--- src/agw_regs.svh ---
// Purpose: Register indices, field positions, reset values and timing counts
// Assumes: APB byte address is four times the register index
// Notes: Indices are eight bits wide; the APB address carries them in bits 9:2
`ifndef AGW_REGS_SVH
`define AGW_REGS_SVH

`define AGW_IDX_CFG 8'hbc
`define AGW_IDX_CTL 8'he8
`define AGW_IDX_RES_LO 8'hbd
`define AGW_IDX_RES_HI 8'hbe
`define AGW_IDX_TRACK 8'hba
`define AGW_IDX_GTL 8'hc3
`define AGW_IDX_GTH 8'hc4
`define AGW_IDX_LTL 8'hc5
`define AGW_IDX_LTH 8'hc6
`define AGW_IDX_REF 8'hd1
`define AGW_IDX_IRQ_ST 8'hf0
`define AGW_IDX_IRQ_MASK 8'hf1

`define AGW_GAIN_ADDR_HI 8'h04
`define AGW_GAIN_ADDR_LO 8'h07
`define AGW_GAIN_ADDR_ADD 8'h08

`define AGW_CFG_GAIN_ACC 0
`define AGW_CTL_EN 7
`define AGW_CTL_BURST 6
`define AGW_CTL_START 4
`define AGW_CTL_WIN 3
`define AGW_IRQ_DONE 0
`define AGW_IRQ_WIN 1

`define AGW_RST_CFG 8'hf8
`define AGW_RST_TRACK 8'hff
`define AGW_RST_REF 6'h00
`define AGW_RST_GT 16'hffff
`define AGW_RST_LT 16'h0000

`define AGW_CLK_MHZ 25
`define AGW_PWR_STEP_NS 200
`define AGW_PWR_STEP_CYC ((`AGW_PWR_STEP_NS * `AGW_CLK_MHZ + 999) / 1000)
`define AGW_POST_CORE_CYC 2

`endif

--- src/agw_pkg.sv ---
// Purpose: Types shared by the converter control block
// Assumes: Nothing beyond SystemVerilog packed types
// Notes: Enum order gives the documented two-bit tracking codes
package agw_pkg;

   typedef enum logic [2:0] {ST_IDLE, ST_POWERUP, ST_TRACK, ST_HOLD, ST_CONV} agw_fsm_type;

   typedef enum logic [1:0] {TRK_RESERVED, TRK_POST, TRK_PRE, TRK_DUAL} agw_trk_type;

   typedef struct packed {
      logic powered;
      logic low_power;
      logic tracking;
      logic conv_go;
      agw_trk_type mode;
   } agw_ana_type;

   typedef struct packed {
      logic ztc_bias_on;
      logic level_high;
      logic vdd_ref;
      logic temp_on;
      logic bias_on;
      logic buf_on;
   } agw_ref_type;

   typedef struct packed {
      logic [11:0] gain;
      logic gain_add;
   } agw_gain_type;

endpackage

--- src/agw_tick_div.sv ---
// Purpose: Converter clock as a one-cycle enable from the core clock
// Assumes: Divide ratio is i_div plus one
// Notes: i_clear restarts the phase so tracking starts on a clean edge
`timescale 1ns/10ps
module agw_tick_div (
   input wire logic i_clk,
   input wire logic i_rstn,
   input wire logic i_clear,
   input wire logic [4:0] i_div,
   output logic o_tick
);
   typedef struct packed {
      logic [4:0] cnt;
      logic tick;
   } agw_div_type;

   agw_div_type s_r;
   agw_div_type s_nxt;

   always_comb begin
      s_nxt = s_r;
      s_nxt.tick = 1'b0;
      if (i_clear) begin
         s_nxt.cnt = 5'h00;
      end else if (s_r.cnt >= i_div) begin
         s_nxt.cnt = 5'h00;
         s_nxt.tick = 1'b1;
      end else begin
         s_nxt.cnt = s_r.cnt + 5'h01;
      end
   end

   always_ff @(posedge i_clk) begin
      if (!i_rstn) begin
         s_r <= '0;
      end else begin
         s_r <= s_nxt;
      end
   end

   assign o_tick = s_r.tick;
endmodule

--- src/agw_win_cmp.sv ---
// Purpose: Window detector decision for one conversion result
// Assumes: Limits and result are right-justified 16-bit values
// Notes: Limit order picks inside or outside detection
`timescale 1ns/10ps
module agw_win_cmp (
   input wire logic [15:0] i_result,
   input wire logic [15:0] i_gt,
   input wire logic [15:0] i_lt,
   output logic o_hit
);
   logic above;
   logic below;

   assign above = i_result > i_gt;
   assign below = i_result < i_lt;
   // Less-than above greater-than means inside, otherwise outside
   assign o_hit = (i_lt > i_gt) ? (above && below) : (above || below);
endmodule

--- src/agw_ctrl.sv ---
// Purpose: Converter control: gain access, burst power-up, tracking, window detector, reference bits
// Assumes: APB slave, zero wait states; conversion datapath outside answers with i_conv_done
// Notes: Read data is captured in the setup phase and shown in the access phase
//        Starts while busy, or with neither enable nor burst set, are dropped
//        Gain registers have no read path; result reads show the last result
//        Flag and status bits set by an event win over a clear in that cycle
// Notes on behaviour
// - Gain-access set turns result high/low writes into gain address/data writes.
// - Three gain registers are write-only; result reads never return them.
// - Gain address 04 upper eight bits, 07 low nibble, 08 gain-add bit.
// - Burst with enable clear waits (power field plus one) times 200 ns.
// - Power follows enable; burst keeps on, or sleeps and wakes per start.
// - Tracking field: 01 post, 10 pre, 11 dual tracking; 00 reserved.
// - Post-track 00 is two converter clocks, 01 four, plus two core clocks.
// - Each result is compared with the limits; a hit sets the window flag.
// - Limit order decides inside or outside detection.
// - Window flag readable for polling and also an interrupt source.
// - Zero-TC bias bit clear switches that bias on whenever needed.
// - Reference bit 4 selects the internal reference level, 1 is 2.20 V.
// - Reference bits 7:6 read zero and ignore writes.
// - Reference bit 2 switches the temperature sensor.
// - Reference bit 0 enables the reference buffer driving the reference pin.
//
// Design decision made here: the APB slave port.
`timescale 1ns/10ps
`include "agw_regs.svh"
module agw_ctrl (
   input wire logic i_clk,
   input wire logic i_rstn,
   input wire logic i_psel,
   input wire logic i_penable,
   input wire logic i_pwrite,
   input wire logic [11:0] i_paddr,
   input wire logic [31:0] i_pwdata,
   output logic [31:0] o_prdata,
   output logic o_pready,
   output logic o_pslverr,
   input wire logic i_conv_start,
   input wire logic i_conv_done,
   input wire logic [11:0] i_conv_data,
   output agw_pkg::agw_ana_type o_ana,
   output agw_pkg::agw_ref_type o_ref,
   output agw_pkg::agw_gain_type o_gain,
   output logic o_irq
);
   import agw_pkg::*;

   typedef struct packed {
      logic [7:0] cfg;
      logic en;
      logic burst;
      logic win_flag;
      logic [7:0] trk;
      logic [5:0] refc;
      logic [7:0] gain_addr;
      logic [7:0] gain_hi;
      logic [3:0] gain_lo;
      logic gain_add;
      logic [15:0] result;
      logic [15:0] gt;
      logic [15:0] lt;
      logic [1:0] irq_st;
      logic [1:0] irq_mask;
      agw_fsm_type fsm;
      logic [6:0] cnt;
      logic go;
      logic [31:0] prdata;
      logic slverr;
   } agw_state_type;

   agw_state_type s_r;
   agw_state_type s_nxt;

   logic sar_tick;
   logic win_hit;
   logic setup;
   logic wr;
   logic hit;
   logic [7:0] idx;
   logic [7:0] rd;
   logic start;
   logic [6:0] post_ticks;
   logic powered;
   logic wr_hit;
   logic start_ok;
   logic done_ok;
   logic pre_trk;
   logic wake;
   logic busy;
   logic bias_need;

   assign setup = i_psel && !i_penable;
   assign wr = i_psel && i_penable && i_pwrite;
   assign idx = i_paddr[9:2];

   assign pre_trk = s_r.trk[3:2] == 2'b10;
   assign wake = s_r.burst && !s_r.en;
   assign busy = s_r.fsm != ST_IDLE;
   // Done outside a conversion is a stray pulse and is ignored
   assign done_ok = s_r.fsm == ST_CONV && i_conv_done;

   agw_tick_div u_div (
      .i_clk(i_clk),
      .i_rstn(i_rstn),
      .i_clear(s_r.fsm != ST_TRACK),
      .i_div(s_r.cfg[7:3]),
      .o_tick(sar_tick)
   );

   agw_win_cmp u_win (
      .i_result({4'h0, i_conv_data}),
      .i_gt(s_r.gt),
      .i_lt(s_r.lt),
      .o_hit(win_hit)
   );

   // Converter clocks for each post-track code; upper codes double again
   always_comb begin
      case (s_r.trk[1:0])
         2'b00: post_ticks = 7'h02;
         2'b01: post_ticks = 7'h04;
         2'b10: post_ticks = 7'h08;
         default: post_ticks = 7'h10;
      endcase
   end

   // Address decode and read mux; the gain registers have no read path
   always_comb begin
      hit = 1'b1;
      rd = 8'h00;
      if (i_paddr[11:10] != 2'b00 || i_paddr[1:0] != 2'b00) begin
         hit = 1'b0;
      end else if (idx == `AGW_IDX_CFG) begin
         rd = s_r.cfg;
      end else if (idx == `AGW_IDX_CTL) begin
         rd = {s_r.en, s_r.burst, 1'b0, busy, s_r.win_flag, 3'h0};
      end else if (idx == `AGW_IDX_RES_LO) begin
         rd = s_r.result[7:0];
      end else if (idx == `AGW_IDX_RES_HI) begin
         rd = s_r.result[15:8];
      end else if (idx == `AGW_IDX_TRACK) begin
         rd = s_r.trk;
      end else if (idx == `AGW_IDX_GTL) begin
         rd = s_r.gt[7:0];
      end else if (idx == `AGW_IDX_GTH) begin
         rd = s_r.gt[15:8];
      end else if (idx == `AGW_IDX_LTL) begin
         rd = s_r.lt[7:0];
      end else if (idx == `AGW_IDX_LTH) begin
         rd = s_r.lt[15:8];
      end else if (idx == `AGW_IDX_REF) begin
         rd = {2'b00, s_r.refc};
      end else if (idx == `AGW_IDX_IRQ_ST) begin
         rd = {6'h00, s_r.irq_st};
      end else if (idx == `AGW_IDX_IRQ_MASK) begin
         rd = {6'h00, s_r.irq_mask};
      end else begin
         hit = 1'b0;
      end
   end

   assign wr_hit = wr && hit;
   assign start = i_conv_start || (wr_hit && idx == `AGW_IDX_CTL && i_pwdata[`AGW_CTL_START]);

   // Starts are not queued: one that meets a busy sequencer, or neither enable nor burst set, is lost
   always_comb begin
      start_ok = 1'b0;
      if (start && !busy) begin
         if (s_r.en || s_r.burst) begin
            start_ok = 1'b1;
         end
      end
   end

   always_comb begin
      s_nxt = s_r;
      s_nxt.go = 1'b0;
      // Capture at setup so the access phase shows a word that cannot move
      if (setup) begin
         s_nxt.prdata = {24'h000000, rd};
         s_nxt.slverr = !hit;
      end
      if (wr_hit) begin
         if (idx == `AGW_IDX_CFG) begin
            s_nxt.cfg = i_pwdata[7:0];
         end else if (idx == `AGW_IDX_CTL) begin
            s_nxt.en = i_pwdata[`AGW_CTL_EN];
            s_nxt.burst = i_pwdata[`AGW_CTL_BURST];
            if (!i_pwdata[`AGW_CTL_WIN]) begin
               s_nxt.win_flag = 1'b0;
            end
         end else if (idx == `AGW_IDX_RES_HI) begin
            if (s_r.cfg[`AGW_CFG_GAIN_ACC]) begin
               s_nxt.gain_addr = i_pwdata[7:0];
            end
         end else if (idx == `AGW_IDX_RES_LO) begin
            // Without gain access the result bytes are read-only
            if (s_r.cfg[`AGW_CFG_GAIN_ACC]) begin
               if (s_r.gain_addr == `AGW_GAIN_ADDR_HI) begin
                  s_nxt.gain_hi = i_pwdata[7:0];
               end else if (s_r.gain_addr == `AGW_GAIN_ADDR_LO) begin
                  s_nxt.gain_lo = i_pwdata[7:4];
               end else if (s_r.gain_addr == `AGW_GAIN_ADDR_ADD) begin
                  s_nxt.gain_add = i_pwdata[0];
               end
            end
         end else if (idx == `AGW_IDX_TRACK) begin
            s_nxt.trk = i_pwdata[7:0];
         end else if (idx == `AGW_IDX_GTL) begin
            s_nxt.gt[7:0] = i_pwdata[7:0];
         end else if (idx == `AGW_IDX_GTH) begin
            s_nxt.gt[15:8] = i_pwdata[7:0];
         end else if (idx == `AGW_IDX_LTL) begin
            s_nxt.lt[7:0] = i_pwdata[7:0];
         end else if (idx == `AGW_IDX_LTH) begin
            s_nxt.lt[15:8] = i_pwdata[7:0];
         end else if (idx == `AGW_IDX_REF) begin
            s_nxt.refc = i_pwdata[5:0];
         end else if (idx == `AGW_IDX_IRQ_ST) begin
            s_nxt.irq_st = s_r.irq_st & ~i_pwdata[1:0];
         end else if (idx == `AGW_IDX_IRQ_MASK) begin
            s_nxt.irq_mask = i_pwdata[1:0];
         end
      end

      // Conversion sequencer; starts while busy are dropped
      case (s_r.fsm)
         ST_IDLE: begin
            if (start_ok) begin
               if (wake) begin
                  // Count is reloaded on every wake, so each burst start pays the full wait
                  s_nxt.fsm = ST_POWERUP;
                  s_nxt.cnt = 7'((s_r.trk[7:4] + 5'h01) * `AGW_PWR_STEP_CYC);
               end else if (pre_trk) begin
                  s_nxt.fsm = ST_CONV;
                  s_nxt.go = 1'b1;
               end else begin
                  s_nxt.fsm = ST_TRACK;
                  s_nxt.cnt = post_ticks;
               end
            end
         end
         ST_POWERUP: begin
            if (s_r.cnt <= 7'h01) begin
               if (pre_trk) begin
                  s_nxt.fsm = ST_CONV;
                  s_nxt.go = 1'b1;
               end else begin
                  s_nxt.fsm = ST_TRACK;
                  s_nxt.cnt = post_ticks;
               end
            end else begin
               s_nxt.cnt = s_r.cnt - 7'h01;
            end
         end
         ST_TRACK: begin
            if (sar_tick) begin
               if (s_r.cnt <= 7'h01) begin
                  s_nxt.fsm = ST_HOLD;
                  s_nxt.cnt = 7'(`AGW_POST_CORE_CYC);
               end else begin
                  s_nxt.cnt = s_r.cnt - 7'h01;
               end
            end
         end
         ST_HOLD: begin
            if (s_r.cnt <= 7'h01) begin
               s_nxt.fsm = ST_CONV;
               s_nxt.go = 1'b1;
            end else begin
               s_nxt.cnt = s_r.cnt - 7'h01;
            end
         end
         ST_CONV: begin
            if (done_ok) begin
               s_nxt.fsm = ST_IDLE;
            end
         end
         default: begin
            s_nxt.fsm = ST_IDLE;
         end
      endcase

      // Completion events win over a clear in the same cycle
      if (done_ok) begin
         s_nxt.result = {4'h0, i_conv_data};
         s_nxt.irq_st[`AGW_IRQ_DONE] = 1'b1;
         if (win_hit) begin
            s_nxt.win_flag = 1'b1;
            s_nxt.irq_st[`AGW_IRQ_WIN] = 1'b1;
         end
      end
   end

   // Fields without a documented reset value clear to zero
   always_ff @(posedge i_clk) begin
      if (!i_rstn) begin
         s_r <= '0;
         s_r.cfg <= `AGW_RST_CFG;
         s_r.trk <= `AGW_RST_TRACK;
         s_r.refc <= `AGW_RST_REF;
         s_r.gt <= `AGW_RST_GT;
         s_r.lt <= `AGW_RST_LT;
         s_r.fsm <= ST_IDLE;
      end else begin
         s_r <= s_nxt;
      end
   end

   // Power is asserted for the whole burst wake, not only the conversion
   assign powered = s_r.burst ? (s_r.en || busy) : s_r.en;

   always_comb begin
      o_ana.powered = powered;
      o_ana.low_power = wake && !busy;
      o_ana.tracking = s_r.fsm == ST_TRACK || s_r.fsm == ST_HOLD ||
                       (s_r.fsm == ST_IDLE && powered && s_r.trk[3]);
      o_ana.conv_go = s_r.go;
      o_ana.mode = agw_trk_type'(s_r.trk[3:2]);
   end

   // Any analog user keeps the zero-TC bias up; software can also pin it on
   always_comb begin
      bias_need = powered;
      if (s_r.refc[2] || s_r.refc[1] || s_r.refc[0]) begin
         bias_need = 1'b1;
      end
   end

   always_comb begin
      o_ref.ztc_bias_on = s_r.refc[5] || bias_need;
      o_ref.level_high = s_r.refc[4];
      o_ref.vdd_ref = s_r.refc[3];
      o_ref.temp_on = s_r.refc[2];
      o_ref.bias_on = s_r.refc[1];
      o_ref.buf_on = s_r.refc[0];
   end

   assign o_gain.gain = {s_r.gain_hi, s_r.gain_lo};
   assign o_gain.gain_add = s_r.gain_add;
   assign o_irq = |(s_r.irq_st & s_r.irq_mask);
   assign o_prdata = s_r.prdata;
   // No wait states: every register answers in its access cycle
   assign o_pready = 1'b1;
   assign o_pslverr = i_psel && i_penable && s_r.slverr;
endmodule

--- config.mk ---
export PLATFORM = sky130hd
export DESIGN_NAME = agw_ctrl
export DESIGN_NICKNAME = d
export VERILOG_FILES = /design/src/agw_pkg.sv /design/src/agw_tick_div.sv /design/src/agw_win_cmp.sv /design/src/agw_ctrl.sv
export VERILOG_INCLUDE_DIRS = /design/src
export SDC_FILE = /design/constraint.sdc
export NUM_CORES = 1
export LEC_CHECK = 0
export BUFFER_PORTS_ARGS = -buffer_cell sky130_fd_sc_hd__buf_2
export CORE_MARGIN = 3
export CORE_UTILIZATION = 30
export DETAILED_ROUTE_END_ITERATION = 10
export SYNTH_ARGS = -nofsm -noshare
export SYNTH_HDL_FRONTEND = slang
export SYNTH_HIERARCHICAL = 1
export SYNTH_SLANG_ARGS = --single-unit
--- constraint.sdc ---
create_clock -name i_clk -period 6.43 [get_ports i_clk]
set_clock_uncertainty 0.15 [all_clocks]
set_input_delay 1.286 -clock i_clk [delete_from_list [all_inputs] [get_ports i_clk]]
set_output_delay 1.286 -clock i_clk [all_outputs]
set_load 0.01 [all_outputs]
# Word-level counts from Yosys, hierarchy flattened
# Cells that the tools add are included.
# word_totals
input_bits	63
reg_bits	120
out_inout_bits	60
# op_classes
n_addsub	3
order_cmp	5
reduce_logical	55
mux	94
n_bitwise	17
n_mul	1
eq_ne	40
# op_table
op	n
two-way mux 8 bit	14
equality test 8 bit, second input constant	12
two-way mux 36 bit	2
two-way mux 4 bit	12
two-way mux 6 bit	7
two-way mux 13 bit	3
two-way mux 35 bit	1
inequality test 2 bit, second input constant	16
two-way mux 1 bit	30
two-way mux 14 bit	2
two-way mux 7 bit	4
case mux 7 bit (4 select lines)	1
two-way mux 10 bit	2
AND reduction 9 bit	2
equality test 8 x 3 -> 1 bit, second input constant	2
> comparator 12 x 16 -> 1 bit	1
> comparator 16 bit	1
less-than comparator 12 x 16 -> 1 bit	1
AND reduction 8 bit	2
two-way mux 3 bit	5
case mux 3 bit (5 select lines)	1
case mux 5 bit (3 select lines)	1
logical AND 1 bit	14
inverter 1 bit	14
other kinds (39)	65

# Depth between registers and ports, before layout
# logic_depth
ltp_word	22
ltp_mapped	11
ltp_nobuf	11

# By module
# The synthesis kept the hierarchy.
# modules_own_cells
mod	cells_each	area_per_inst_um2	seq_area_each_um2	n_inst
agw_ctrl	818	6510.0	2282.2	1
agw_win_cmp	147	1122.3	0.0	1
agw_tick_div	36	332.8	120.1	1

# Worst setup path after synthesis
# No wires, ideal clock.
# synth_path
path_type	input-to-reg
startpoint	input i_paddr[6]
endpoint	register s_r[37] (netlist name)
setup_time_ns	0.120
stages	8
t_required_ns	6.160
path_buffers	2
t_arrival_ns	2.980
path_slack_ns	3.180
path_cell_list	buf_4 > or3b_4 > nor4_4 > a31oi_4 > a21oi_2 > buf_6 > o31a_1 > o22ai_2
# synth_between
elab_chain_len	22
word_cells_on_any_way	33
# synth_lines
item	line_no	text
start, declared	agw_ctrl.sv:33	input wire logic [11:0] i_paddr,
equality test 8 bit (no line)	n/a	
two-way mux 1 bit	agw_ctrl.sv:155	end else if (idx == `AGW_IDX_IRQ_MASK) begin
two-way mux 1 bit	agw_ctrl.sv:153	end else if (idx == `AGW_IDX_IRQ_ST) begin
two-way mux 1 bit	agw_ctrl.sv:151	end else if (idx == `AGW_IDX_REF) begin
two-way mux 1 bit	agw_ctrl.sv:149	end else if (idx == `AGW_IDX_LTH) begin
two-way mux 1 bit	agw_ctrl.sv:147	end else if (idx == `AGW_IDX_LTL) begin
two-way mux 1 bit	agw_ctrl.sv:145	end else if (idx == `AGW_IDX_GTH) begin
two-way mux 1 bit	agw_ctrl.sv:143	end else if (idx == `AGW_IDX_GTL) begin
[6 not listed]	n/a	
logical AND 1 bit	agw_ctrl.sv:162	assign wr_hit = wr && hit;
logical AND 1 bit (no line) (*)	n/a	
logical AND 1 bit (*)	agw_ctrl.sv:163	assign start = i_conv_start || (wr_hit && idx == `AGW_IDX_CTL && i_pwdata[`AGW_CTL_START]);
logical OR 1 bit (*)	agw_ctrl.sv:163	
logical AND 1 bit (*)	agw_ctrl.sv:168	if (start && !busy) begin
two-way mux 1 bit (*)	agw_ctrl.sv:168	
inequality test 2 bit (no line) (*)	n/a	
AND reduction 4 bit (no line) (*)	n/a	
end signal, assigned	agw_ctrl.sv:306	s_r <= s_nxt;
end, declared	agw_ctrl.sv:71	agw_state_type s_r;
# Every way passes the cells marked *; elsewhere a longest branch is shown, timed or not.
# A chain may end at the register's enable or synchronous reset.

==> flow_summary_export.csv <==
group,metric,value,unit
floorplan,dieArea,28500,um2
timing,worst_pin_slew,1.04,ns
place,placed_area,8210,um2
routing,routed_wirelength,24.2,mm
worst_setup_path,worstPathArrival,2.33,ns
job,drv_cap,0,
global_route,overflow,0,
cts,post_cts_buffers,0,
power,p_per_area,239,nW/um2
cts,cts_sinks,120,
routing,drc,0,
floorplan,core-area,26100,um2
floorplan,start_util,30.6,%
routing,drt_pass1_iterations,5,
worst_setup_path,worstReg2RegStart,"s_r[129]",
place,gp_congestion,0.917,
timing,finalSetupViolations,0,
layout,num_antenna_cells,0,
logic_synthesis,synth_most_common_cell,"nand2_1",
logic_synthesis,post_synth.cell_area_avg,7.96,um2
worst_setup_path,worst_setup_path_startpoint,"s_r[42]",
timing,fin_crit,3.76,ns
layout,fin_area,8830,um2
timing,rsz0062_at_grt,"no",
cts,h-tree-depth,4,
min_path,worstHoldStart,"s_r[114]",
timing,timing.fmax,0.266,GHz
global_route,grt_pass1_wl,37.4,mm
routing,antenna_left,0,
timing,fin_hold_ws,0.302,ns
global_route,grt_pass1_vias,6679,
timing,slew_headroom,30.4,%
logic_synthesis,yosysTopAreaCell,"dfxtp_1",
power,leakage,0.00384,uW
layout,nFillCells,2773,
cts,cts-buffers-inserted,17,
cts,cts_root_buf,"clkbuf_16",
worst_setup_path,end_kind,"output pin",
worst_setup_path,startpoint_type,"flip-flop",
global_route,grt_max_degree,64,
power,vdd_drop_max,0.173,mV
global_route,track_usage,16.7,%
routing,drtIter0Drc,841,
place,dp_hpwl,17.6,mm
cts,clockBufferDepth,2,
layout,utilization,33.9,%
timing,maxSlewViolCount,0,
layout,nets,1141,
worst_setup_path,critPathRequiredTime,4.99,ns
logic_synthesis,ys_types,84,
layout,drive_gt1_share,13.0,%
floorplan,rows,59,
cts,clk_pin_slew,0.06,ns
cts,tritoncts,"yes",
worst_setup_path,worst-path-max-fanout,18,
timing,finalSetupTns,0,ns
min_path,hp-class,"reg2reg",
worst_setup_path,critPathKind,"reg2out",
cts,clock_latency,0.42,ns
global_route,grt_antenna_before_repair,0,
floorplan,dieHeight,169,um
floorplan,io-pin-count,123,
layout,syn_to_final_growth,10.9,%
logic_synthesis,yosys_warnings,6,
timing,timing.final.hold_violations,0,
cts,cts-resized-gates,0,
logic_synthesis,synth_area,7970,um2
status,status,"finished, final reports clean",
routing,routedWlPerCell,17.7,um
logic_synthesis,synth.top_cell.area_share,30.2,%
floorplan,fp.dieW,169,um
cts,hold_buffers,0,
logic_synthesis,synth-async-reset-ratio,0,%
logic_synthesis,yosysSeqAreaShare,30.2,%
routing,dr_total_vias,7123,
routing,viasPerCell,5.22,
logic_synthesis,ys_seq_elements,120,
logic_synthesis,yosys_most_used_dff,"dfxtp_1",
place,port_buffers,73,
logic_synthesis,synthTopCellsByArea,"dfxtp_1 (30%), ha_1 (9.4%), nand2_1 (6.5%)",
timing,min_period_over_period,58.6,%
logic_synthesis,netlist_instances,1001,
logic_synthesis,synth_enable_flop_cells,0,
logic_synthesis,yosys-top-cells-count,"nand2_1 (138), dfxtp_1 (120), nor2_1 (70)",
==> per-stage QoR <==
stage / setup slack [ns] / power (uW) / std cells
2_1_floorplan: 3.18 / 1040 / 1032
3_3_place_gp: 2.34 / 1100 / 1333
3_5_place_dp: 2.33 / 1100 / 1333
4_1_cts: 2.72 / 2110 / 1365
5_1_grt: 2.50 / 2190 / 1365
6_report: 2.67 / 2110 / 1365
==> layer usage <==
| metal | wire (um) | GRT usage (%) |
|---|---|---|
| met1 | 11300 | 23.1 |
| met2 | 11000 | 26.1 |
| met3 | 1510 | 3.88 |
| met4 | 343 | 4.70 |
| met5 | 0 | 0 |
==> registers in the layout, summed over array words and instances, names as in the netlist <==
name          flops
u_div/o_tick      1
o_ana             3
u_div/s_r         5
o_gain           13
s_r              85
o_prdata          8
o_ref             5
==> worst paths after layout <==
| check | end | slack (ns) | cells past startpoint |
|---|---|---|---|
| hold / removal | s_r[114] | 0.30 | 2 |
| setup reg to reg | s_r[39] | 3.79 | 11 |
| hold reg to reg | s_r[114] | 0.30 | 2 |
| setup / recovery | o_ref[5] | 2.67 | 6 |
==> final cells by class <==
| class | count | area (um2) | area share, % |
|---|---|---|---|
| multi-input cells | 744 | 4770 | 54.1 |
| flip-flops and latches | 120 | 2400 | 27.2 |
| clock buffers | 22 | 484 | 5.48 |
| well taps | 335 | 419 | 4.75 |
| repair buffers | 77 | 395 | 4.48 |
| inverters | 57 | 214 | 2.42 |
| clock inverters | 10 | 141 | 1.60 |
==> cells in the final DEF (no fill, tap or decap), types with 22 or more instances in the layout <==
cell	Yosys	final
mux2i_1	49	49
a21oi_1	51	51
buf_2	8	73
inv_1	56	56
nor2b_1	22	22
nand2_1	138	138
conb_1	2	33
o21ai_0	43	43
nor2_1	70	70
dfxtp_1	120	120
ha_1	60	60
nand3_1	54	54
==> power by group <==
group / internal [uW] / total [uW] / switching, uW
combinational: 92.6 / 296 / 203
clock: 652 / 1020 / 364
sequential: 763 / 800 / 36.9
==> worst max-delay path, stage by stage (launching register included) <==
cell,delay (ns)
dfxtp_1,0.47
nor2_1,0.51
nand2_2,0.27
nand2_1,0.12
nand2_1,0.18
nand2b_1,0.20
buf_2,0.14
==> cell families after synthesis <==
| group | after synthesis | synth area share [%] |
|---|---|---|
| compound gates | 222 | 18.9 |
| other cells | 2 | 0.0943 |
| fa+ha+maj | 62 | 9.82 |
| buf+inv | 168 | 11.4 |
| simple gates | 368 | 22.3 |
| xor+xnor | 8 | 0.880 |
| flops | 120 | 30.2 |
| mux | 51 | 6.44 |
Note: power is estimated with default switching activity, not from simulation.
